File: src/core/fop_pkg.sv
// Constants shared by the flash option and protection logic.
// Assumes a 32-bit APB register port and an 18-bit flash byte address space.
package fop_pkg;

  // Register offsets, byte addresses within the APB window.
  localparam logic [11:0] REG_STATUS    = 12'h000;
  localparam logic [11:0] REG_SYS_OPT   = 12'h004;
  localparam logic [11:0] REG_CTRL      = 12'h008;
  localparam logic [11:0] REG_LOCK_BASE = 12'h020;

  // Status register fields.
  localparam int ST_VIOL  = 0;
  localparam int ST_RDP   = 1;
  localparam int ST_DONE  = 2;
  localparam int ST_WD_LO = 8;

  // Control register fields and reset value.
  localparam int          CTRL_LOCK_ALL = 0;
  localparam logic        CTRL_RESET    = 1'b0;

  // Option word locations in the flash information blocks.
  localparam logic [17:0] SYS_OPT_ADDR  = 18'h201f8;
  localparam logic [17:0] LOCK_OPT_TOP  = 18'h205fc;
  localparam int          LOCK_WORDS    = 8;
  localparam logic [3:0]  LOAD_LAST_IDX = 4'h8;

  // Option word layout and defaults.
  localparam int          OPT_HALF      = 16;
  localparam int          WD_OFF_BIT    = 10;
  localparam int          WD_DEEP_BIT   = 9;
  localparam int          WD_LIGHT_BIT  = 8;
  localparam logic [7:0]  RDP_OPEN      = 8'ha5;
  localparam logic [7:0]  RDP_INV_OPEN  = 8'h5a;
  localparam logic [7:0]  RDP_DEFAULT   = 8'hff;
  localparam logic [15:0] SYS_DEFAULT   = 16'h07ff;
  localparam logic [15:0] LOCK_DEFAULT  = 16'hffff;

  // Page geometry.
  localparam int          PAGE_LSB      = 9;
  localparam int          PAGE_MSB      = 16;
  localparam int          NVR_BIT       = 17;
  localparam logic [7:0]  FIXED_LOCKED  = 8'h04;

  // Access kinds on the request port.
  localparam logic [2:0]  ACC_READ      = 3'h0;
  localparam logic [2:0]  ACC_PROG      = 3'h1;
  localparam logic [2:0]  ACC_PAGE_ERS  = 3'h2;
  localparam logic [2:0]  ACC_MASS_ERS  = 3'h3;
  localparam logic [2:0]  ACC_OPT_PROG  = 3'h4;

endpackage

File: src/core/fop_ctrl.sv
// Flash option loader and access protection, with an APB register port.
// Assumes requests, debug and boot indications come from logic on pclk.
// Notes on behaviour
// - One lock bit covers two pages.
// - Read protection follows only reset-loaded code.
// - Protected array reads only from user code.
// - Debug SRAM load and run stay allowed.
// - Unlocking code first triggers a mass erase.
// - Erased code 0xFF still means protected.
// - Code in bits 7:0; 0xA5 open.
// - Locked page program or erase flags violation.
// - Lock bits act after next reset load.
// - Pages 0 to 3 always locked.
// - Debug or SRAM boot: only mass erase and option program.
// - Unlock: erase options, reprogram, reset.
// - Bad complement half loads the default.
// - Load words from fixed information addresses.
// - Bit 10 permits watchdog disable.
// - Bit 9 picks deep idle watchdog action.
// - Bit 8 picks light idle watchdog action.
// - Lock bit zero protects its pair.
// - Sixteen bits per word, lowest pair first.
// - Locked target aborts and sets flag.
`timescale 1ns/1ps
module fop_ctrl
  import fop_pkg::*;
(
  input  wire logic        pclk,
  input  wire logic        presetn,
  input  wire logic        psel,
  input  wire logic        penable,
  input  wire logic        pwrite,
  input  wire logic [11:0] paddr,
  input  wire logic [31:0] pwdata,
  input  wire logic [3:0]  pstrb,
  output logic      [31:0] prdata,
  output logic             pready,
  output logic             pslverr,
  output logic             fl_rd_req,
  output logic      [17:0] fl_rd_addr,
  input  wire logic        fl_rd_valid,
  input  wire logic [31:0] fl_rd_data,
  input  wire logic        acc_valid,
  input  wire logic [2:0]  acc_kind,
  input  wire logic [17:0] acc_addr,
  input  wire logic [31:0] acc_wdata,
  input  wire logic        acc_sram,
  input  wire logic        acc_from_user,
  input  wire logic        acc_debug,
  input  wire logic        acc_boot_sram,
  output logic             acc_grant,
  output logic             acc_refuse,
  output logic             op_go,
  output logic      [2:0]  op_kind,
  output logic      [17:0] op_addr,
  output logic      [31:0] op_wdata,
  output logic             read_protect_active,
  output logic             watchdog_disable_permit,
  output logic             deep_idle_watchdog_action,
  output logic             light_idle_watchdog_action,
  output logic             load_done
);

  typedef enum logic [1:0] {LD_REQ, LD_WAIT, LD_DONE} fop_ld_t;

  fop_ld_t      ld_state_q, ld_state_d;
  logic [3:0]   ld_idx_q, ld_idx_d;
  logic         fl_rd_req_q, fl_rd_req_d;
  logic [17:0]  fl_rd_addr_q, fl_rd_addr_d;
  logic [15:0]  sys_opt_q, sys_opt_d;
  logic [127:0] page_pair_write_lock_bits_q, page_pair_write_lock_bits_d;
  logic [15:0]  chk_dflt;
  logic [15:0]  chk_value;
  logic         chk_valid;
  logic [3:0]   idx_m1;
  logic         rdp_active;

  logic         grant_q, grant_d;
  logic         refuse_q, refuse_d;
  logic         op_go_q, op_go_d;
  logic [2:0]   op_kind_q, op_kind_d;
  logic [17:0]  op_addr_q, op_addr_d;
  logic [31:0]  op_wdata_q, op_wdata_d;
  logic         pend_q, pend_d;
  logic [17:0]  pend_addr_q, pend_addr_d;
  logic [31:0]  pend_wdata_q, pend_wdata_d;
  logic         viol_q, viol_d;
  logic         viol_set;
  logic         viol_clr;
  logic         page_locked;
  logic         main_array;

  logic         ctrl_q, ctrl_d;
  logic         pready_q, pready_d;
  logic         pslverr_q, pslverr_d;
  logic [31:0]  prdata_q, prdata_d;
  logic         apb_setup;
  logic         apb_write;

  fop_opt_check u_check (
    .word  (fl_rd_data),
    .dflt  (chk_dflt),
    .value (chk_value),
    .valid (chk_valid)
  );

  fop_page_lock u_lock (
    .lock_bits (page_pair_write_lock_bits_q),
    .page      (acc_addr[PAGE_MSB:PAGE_LSB]),
    .lock_all  (ctrl_q),
    .locked    (page_locked)
  );

  assign rdp_active = (sys_opt_q[7:0] != RDP_OPEN);
  assign idx_m1     = ld_idx_q - 4'h1;
  assign main_array = ~acc_addr[NVR_BIT];

  // Option loader: reads the system word, then the eight lock words from the top down.
  always_comb begin
    ld_state_d                  = ld_state_q;
    ld_idx_d                    = ld_idx_q;
    fl_rd_req_d                 = 1'b0;
    fl_rd_addr_d                = fl_rd_addr_q;
    sys_opt_d                   = sys_opt_q;
    page_pair_write_lock_bits_d = page_pair_write_lock_bits_q;
    chk_dflt                    = (ld_idx_q == 4'h0) ? SYS_DEFAULT : LOCK_DEFAULT;
    case (ld_state_q)
      LD_REQ: begin
        fl_rd_req_d  = 1'b1;
        fl_rd_addr_d = (ld_idx_q == 4'h0) ? SYS_OPT_ADDR : LOCK_OPT_TOP - {12'h000, idx_m1, 2'b00};
        ld_state_d   = LD_WAIT;
      end
      LD_WAIT: begin
        if (fl_rd_valid) begin
          // word k covers pages 32k up
          if (ld_idx_q == 4'h0) begin
            sys_opt_d = chk_value;
          end else begin
            page_pair_write_lock_bits_d[idx_m1[2:0]*OPT_HALF +: OPT_HALF] = chk_value;
          end
          ld_idx_d   = ld_idx_q + 4'h1;
          ld_state_d = (ld_idx_q == LOAD_LAST_IDX) ? LD_DONE : LD_REQ;
        end
      end
      LD_DONE: begin
        ld_state_d = LD_DONE;
      end
      default: begin
        ld_state_d = LD_REQ;
      end
    endcase
  end

  // Loader registers; the reset state is the safe default until real values arrive.
  always_ff @(posedge pclk or negedge presetn) begin
    if (!presetn) begin
      ld_state_q                  <= LD_REQ;
      ld_idx_q                    <= 4'h0;
      fl_rd_req_q                 <= 1'b0;
      fl_rd_addr_q                <= 18'h00000;
      sys_opt_q                   <= SYS_DEFAULT;
      page_pair_write_lock_bits_q <= {LOCK_WORDS{LOCK_DEFAULT}};
    end else begin
      ld_state_q                  <= ld_state_d;
      ld_idx_q                    <= ld_idx_d;
      fl_rd_req_q                 <= fl_rd_req_d;
      fl_rd_addr_q                <= fl_rd_addr_d;
      sys_opt_q                   <= sys_opt_d;
      page_pair_write_lock_bits_q <= page_pair_write_lock_bits_d;
    end
  end

  // Access checker: answers every request one cycle later with grant or refuse.
  always_comb begin
    grant_d      = 1'b0;
    refuse_d     = 1'b0;
    viol_set     = 1'b0;
    op_go_d      = 1'b0;
    op_kind_d    = op_kind_q;
    op_addr_d    = op_addr_q;
    op_wdata_d   = op_wdata_q;
    pend_d       = pend_q;
    pend_addr_d  = pend_addr_q;
    pend_wdata_d = pend_wdata_q;
    if (pend_q) begin
      op_go_d    = 1'b1;
      op_kind_d  = ACC_OPT_PROG;
      op_addr_d  = pend_addr_q;
      op_wdata_d = pend_wdata_q;
      pend_d     = 1'b0;
      refuse_d   = acc_valid;
    end else if (acc_valid) begin
      if (ld_state_q != LD_DONE) begin
        refuse_d = 1'b1;
      end else begin
        case (acc_kind)
          ACC_READ: begin
            if (acc_sram || !main_array || !rdp_active || acc_from_user) begin
              grant_d = 1'b1;
            end else begin
              refuse_d = 1'b1;
            end
          end
          ACC_PROG, ACC_PAGE_ERS: begin
            if (acc_sram) begin
              grant_d = 1'b1;
            end else if (acc_debug || acc_boot_sram) begin
              refuse_d = 1'b1;
            end else if (main_array && page_locked) begin
              refuse_d = 1'b1;
              viol_set = 1'b1;
            end else begin
              grant_d    = 1'b1;
              op_go_d    = 1'b1;
              op_kind_d  = acc_kind;
              op_addr_d  = acc_addr;
              op_wdata_d = acc_wdata;
            end
          end
          ACC_MASS_ERS: begin
            grant_d    = 1'b1;
            op_go_d    = 1'b1;
            op_kind_d  = ACC_MASS_ERS;
            op_addr_d  = acc_addr;
            op_wdata_d = acc_wdata;
          end
          ACC_OPT_PROG: begin
            grant_d    = 1'b1;
            op_go_d    = 1'b1;
            op_addr_d  = acc_addr;
            op_wdata_d = acc_wdata;
            if (acc_addr == SYS_OPT_ADDR && acc_wdata[7:0] == RDP_OPEN && rdp_active) begin
              op_kind_d    = ACC_MASS_ERS;
              pend_d       = 1'b1;
              pend_addr_d  = acc_addr;
              pend_wdata_d = acc_wdata;
            end else begin
              op_kind_d = ACC_OPT_PROG;
            end
          end
          default: begin
            refuse_d = 1'b1;
          end
        endcase
      end
    end
    viol_d = viol_set | (viol_q & ~viol_clr);
  end

  // Access registers.
  always_ff @(posedge pclk or negedge presetn) begin
    if (!presetn) begin
      grant_q      <= 1'b0;
      refuse_q     <= 1'b0;
      op_go_q      <= 1'b0;
      op_kind_q    <= ACC_READ;
      op_addr_q    <= 18'h00000;
      op_wdata_q   <= 32'h00000000;
      pend_q       <= 1'b0;
      pend_addr_q  <= 18'h00000;
      pend_wdata_q <= 32'h00000000;
      viol_q       <= 1'b0;
    end else begin
      grant_q      <= grant_d;
      refuse_q     <= refuse_d;
      op_go_q      <= op_go_d;
      op_kind_q    <= op_kind_d;
      op_addr_q    <= op_addr_d;
      op_wdata_q   <= op_wdata_d;
      pend_q       <= pend_d;
      pend_addr_q  <= pend_addr_d;
      pend_wdata_q <= pend_wdata_d;
      viol_q       <= viol_d;
    end
  end

  // APB slave with no wait states; read data is registered in the setup phase, so it can come straight from a flop.
  assign apb_setup = psel & ~penable;
  assign apb_write = psel & penable & pready_q & pwrite;
  assign viol_clr  = apb_write && paddr == REG_STATUS && pstrb[0] && pwdata[ST_VIOL];

  always_comb begin
    pready_d  = apb_setup;
    pslverr_d = 1'b0;
    prdata_d  = 32'h00000000;
    ctrl_d    = ctrl_q;
    if (apb_setup) begin
      if (paddr == REG_STATUS) begin
        prdata_d[ST_VIOL]  = viol_q;
        prdata_d[ST_RDP]   = rdp_active;
        prdata_d[ST_DONE]  = (ld_state_q == LD_DONE);
        prdata_d[ST_WD_LO +: 3] = sys_opt_q[WD_LIGHT_BIT +: 3];
      end else if (paddr == REG_SYS_OPT) begin
        prdata_d[15:0] = sys_opt_q;
      end else if (paddr == REG_CTRL) begin
        prdata_d[CTRL_LOCK_ALL] = ctrl_q;
      end else if (paddr[11:5] == REG_LOCK_BASE[11:5] && paddr[1:0] == 2'b00) begin
        prdata_d[15:0] = page_pair_write_lock_bits_q[paddr[4:2]*OPT_HALF +: OPT_HALF];
      end else begin
        pslverr_d = 1'b1;
      end
    end
    // Locking everything is one-way until reset so runaway code cannot undo it.
    if (apb_write && paddr == REG_CTRL && pstrb[0] && pwdata[CTRL_LOCK_ALL]) begin
      ctrl_d = 1'b1;
    end
  end

  always_ff @(posedge pclk or negedge presetn) begin
    if (!presetn) begin
      pready_q  <= 1'b0;
      pslverr_q <= 1'b0;
      prdata_q  <= 32'h00000000;
      ctrl_q    <= CTRL_RESET;
    end else begin
      pready_q  <= pready_d;
      pslverr_q <= pslverr_d;
      prdata_q  <= prdata_d;
      ctrl_q    <= ctrl_d;
    end
  end

  // Outputs straight from flops, except read_protect_active and load_done, which are decoded from flops.
  assign prdata                     = prdata_q;
  assign pready                     = pready_q;
  assign pslverr                    = pslverr_q;
  assign fl_rd_req                  = fl_rd_req_q;
  assign fl_rd_addr                 = fl_rd_addr_q;
  assign acc_grant                  = grant_q;
  assign acc_refuse                 = refuse_q;
  assign op_go                      = op_go_q;
  assign op_kind                    = op_kind_q;
  assign op_addr                    = op_addr_q;
  assign op_wdata                   = op_wdata_q;
  assign read_protect_active        = ~(sys_opt_q[7:0] == RDP_OPEN);
  assign watchdog_disable_permit    = sys_opt_q[WD_OFF_BIT];
  assign deep_idle_watchdog_action  = sys_opt_q[WD_DEEP_BIT];
  assign light_idle_watchdog_action = sys_opt_q[WD_LIGHT_BIT];
  assign load_done                  = (ld_state_q == LD_DONE);
endmodule

File: src/core/fop_opt_check.sv
// Option word checker: returns the low half when the high half is its complement.
// Assumes the caller supplies the default of the option being loaded.
`timescale 1ns/1ps
module fop_opt_check
  import fop_pkg::*;
(
  input  wire logic [31:0] word,
  input  wire logic [15:0] dflt,
  output logic      [15:0] value,
  output logic             valid
);

  // A torn or blank word falls back to the safe default.
  always_comb begin
    valid = (word[31:OPT_HALF] == ~word[OPT_HALF-1:0]);
    value = valid ? word[OPT_HALF-1:0] : dflt;
  end

endmodule

File: src/core/fop_page_lock.sv
// Page lock lookup: tells whether a main array page may not be programmed or erased.
// Assumes active-low lock bits, one bit for each pair of pages.
`timescale 1ns/1ps
module fop_page_lock
  import fop_pkg::*;
(
  input  wire logic [127:0] lock_bits,
  input  wire logic [7:0]   page,
  input  wire logic         lock_all,
  output logic              locked
);

  // Pair index is the page number without its lowest bit.
  always_comb begin
    locked = lock_all | (page < FIXED_LOCKED) | ~lock_bits[page[7:1]];
  end

endmodule

File: config.mk
export PLATFORM = sky130hd
export DESIGN_NAME = fop_ctrl
export DESIGN_NICKNAME = d
export VERILOG_FILES = /design/src/core/fop_pkg.sv /design/src/core/fop_ctrl.sv /design/src/core/fop_opt_check.sv /design/src/core/fop_page_lock.sv
export SDC_FILE = /design/constraint.sdc
export NUM_CORES = 1
export LEC_CHECK = 0
export ABC_AREA = 1
export BUFFER_PORTS_ARGS = -buffer_cell sky130_fd_sc_hd__buf_2
export CAP_MARGIN = 10
export CORE_AREA = 3 3 227 229
export CTS_CLUSTER_SIZE = 20
export DETAILED_ROUTE_END_ITERATION = 8
export DIE_AREA = 0 0 230 232
export PLACE_DENSITY = 0.5
export REMOVE_ABC_BUFFERS = 1
export SLEW_MARGIN = 10
export SYNTH_ARGS = -nofsm -noshare
export SYNTH_HDL_FRONTEND = slang
export SYNTH_SLANG_ARGS = --single-unit
export TNS_END_PERCENT = 20
File: constraint.sdc
create_clock -name pclk -period 4.5 [get_ports pclk]
set_input_delay 0.9 -clock pclk [delete_from_list [all_inputs] [get_ports pclk]]
set_output_delay 0.9 -clock pclk [all_outputs]
set_load 0.01 [all_outputs]
==> metrics.txt <==
global route overflow=0; first-pass GRT wire length=77.2 mm; f_max=297 MHz; skew final=20.1 ps; Max Transition Viols Final=0; Final #Nets=2155; largest net degree at the start of global routing=109; Die Span Y=232 µm; Synth Area per Inst=7.96 µm²; via/cell ratio=5.07; Multi-input gate area=6490 µm²; unique cell type count in the Yosys netlist=40; I/O pin count=258; CP max FO=17; die width=230 µm; per-cell routed wire length=18.5 µm; worst-case vdd ir drop=0.000359 V; violation count after the first detailed-routing iteration=1085; vias=13705; CTS tree=done; Gate Count Post-Synth=1864; ys flop type=dfrtp_1; Starting Density=29.8%; Clock Tree Buf Depth=3; Post-synth EDFFs=0; Hold-fix buffers, CTS=0; most frequent cells in the layout=nand2_1 (586), buf_2 (197), nand3_1 (192), dfrtp_1 (144), dfstp_2 (139); Worst-path clk slew=60 ps; core area=49900 µm²; worst stage delay on the critical path=580 ps; Static Leak=7.85 nW; gp weighted congestion=0.881; Critical Path End Type=flop; Final Hold Fails=0; CTS H-Tree Depth=2; Layout fillers=5377; Core Rows=82; Slew @ Worst Pin=1170 ps; Required @ worst endpoint=4930 ps; FF+latch count, synth=284; HPWL Detailed=33.4 mm; buffers inserted by post-CTS timing repair=0; crit start category=flop; DRC Markers=0; post-synthesis sequential area ratio=49.0%; worst hold slack=419 ps; Final setup violation count=0; Async SR Flop Fraction=100%; Slowest-stage cell, CP=clkinv_1; Clk Latency, worst-skew pair=520 ps; area grow syn2layout=18.0%; first drt pass iteration count=5; commonest non-fill, non-tap cell in the layout=nand2_1; CTS resizes=0; Top cell by count, worst path=inv_1; ANT nets after route=0; RSZ-0062 raised after global routing=no; WP data arrival=3790 ps; critical path class=reg -> reg; TritonCTS Buffers=34; min-delay worst type=in -> async; Cell Pwr Density=590 nW/µm²; YS warnings=0; Max-slew headroom=21.9%; ratio of cells with drive above 1 in the final layout=22.9%; initial antenna violation count=3; register area=7280 µm²; DRT Wirelength=50.1 mm; vias in the first global route=13039; Clock Sinks=284; Die ar.=53400 µm²; MaxCap Viol Count=0; Final Critical Period=3370 ps; Root Driver=clkbuf_16; design area=17500 µm²; Syn Std Cell Area=14800 µm²; Post-Place Cell Area=16300 µm²; Final Cycle Share=74.8%; Global Route Usage Sum=18.3%; CP Cell Sequence=inv_1, ha_1, xnor2_1, ha_2, nor3_1, inv_1, buf_4, nor2_1, clkinv_1, o21ai_0; status=completed; Reg2Reg Depth=10; port buffer count=198
report_power, final:
group,internal (W),switching [W],total (W)
clock network,0.00178,0.00110,0.00288
logic,0.00106,0.00207,0.00313
registers,0.00371,0.000614,0.00433
total,0.00656,0.00378,0.0103
synthesized netlist by cell type, types with 2 or more instances:
cell / number / area (µm²)
nor3_1: 7 / 35.0
inv_2: 4 / 15.0
nand2_1: 586 / 2200
nand3_1: 192 / 961
o41ai_1: 62 / 543
dfstp_2: 139 / 3650
nor2_1: 105 / 394
clkbuf_1: 82 / 308
a21oi_1: 52 / 260
nand4_1: 62 / 388
xnor2_1: 14 / 123
o21ai_0: 132 / 661
nor2_2: 12 / 75.1
o221ai_1: 32 / 280
ha_1: 7 / 87.6
a31oi_1: 5 / 31.3
clkinv_1: 7 / 26.3
buf_1: 5 / 18.8
nor3b_1: 2 / 15.0
nor4_1: 11 / 68.8
or2_2: 15 / 93.8
o31ai_1: 2 / 15.0
inv_1: 103 / 387
buf_2: 25 / 125
xor2_1: 2 / 17.5
dfrtp_1: 145 / 3630
buf_4: 41 / 308
final cells by class:
cell class	count	area share, %
flip-flops and latches	284	41.6
multi-input cells	1337	37.1
repair buffers	233	7.36
clock buffers	56	6.27
well taps	672	4.80
inverters	114	2.44
clock inverters	6	0.472
diodes	1	0.0143
critical path, delay by kind of cell (launching register included):
family	cells	cell delay, ps
flops	1	520
xor+xnor	1	360
buf+inv	4	1080
compound gates	1	370
fa+ha+maj	2	640
simple gates	2	300
path summary, 6_finish.rpt:
path                                            from                                      endpoint  slack, ps
max reg2reg                  ld_idx_q[0]$_DFFE_PN0P_  page_pair_write_lock_bits_q[127]$_DFFE_PN1P_       1130
max in group asynchronous                    presetn   page_pair_write_lock_bits_q[30]$_DFFE_PN1P_       3000
min reg2reg                ld_state_q[1]$_DFFE_PN0P_                     ld_state_q[0]$_DFFE_PN0P_        460
min                                          presetn                               op_go$_DFF_PN0_        420
max                          ld_idx_q[0]$_DFFE_PN0P_  page_pair_write_lock_bits_q[127]$_DFFE_PN1P_       1130
min in group pclk          ld_state_q[1]$_DFFE_PN0P_                     ld_state_q[0]$_DFFE_PN0P_        460
routing by layer:
metal / vias up / track usage (%) / share of wire (%) / routed length, µm
met5: - / 0 / 0.014 / 7
met2: 470 / 29.0 / 45 / 22700
li1: 6522 / - / - / -
met4: 2 / 5.12 / 2.6 / 1330
met1: 6625 / 25.6 / 46 / 22800
met3: 86 / 3.14 / 6.4 / 3180
stage by stage:
stage          power [W]  setup TNS, ps  setup slack, ps  utilization (%)  instances
6_report          0.0103              0             1130             35.1       2703
5_1_grt           0.0110              0              886             35.1       2703
4_1_cts           0.0104              0             1140             35.1       2702
3_5_place_dp     0.00748              0              705             32.7       2640
3_3_place_gp     0.00739              0              711             32.7       2640
2_1_floorplan    0.00609          -1030            -86.9                -       1735
state kept, by name, indices dropped and copies added, names as in the netlist, 2 cells and up:
signal                       cells
op_wdata                        32
op_addr                         18
ld_state_q                       2
op_kind                          3
ld_idx_q                         4
pend_addr_q                     18
fl_rd_addr                       6
pend_wdata_q                    32
sys_opt_q                       16
page_pair_write_lock_bits_q    128
prdata                          16
kinds of logic after synthesis:
logic type	count (synthesis)	synth area share (%)
XOR/XNOR	16	0.944
other	1	0.0253
buffers and inverters	267	8.00
AO/OA/AOI/OAI	290	12.4
multiplexers	1	0.0759
AND/OR/NAND/NOR	998	29.0
adder cells (fa/ha/maj)	7	0.590
flip-flops	284	49.0
Note: power is estimated with default switching activity, not from simulation.
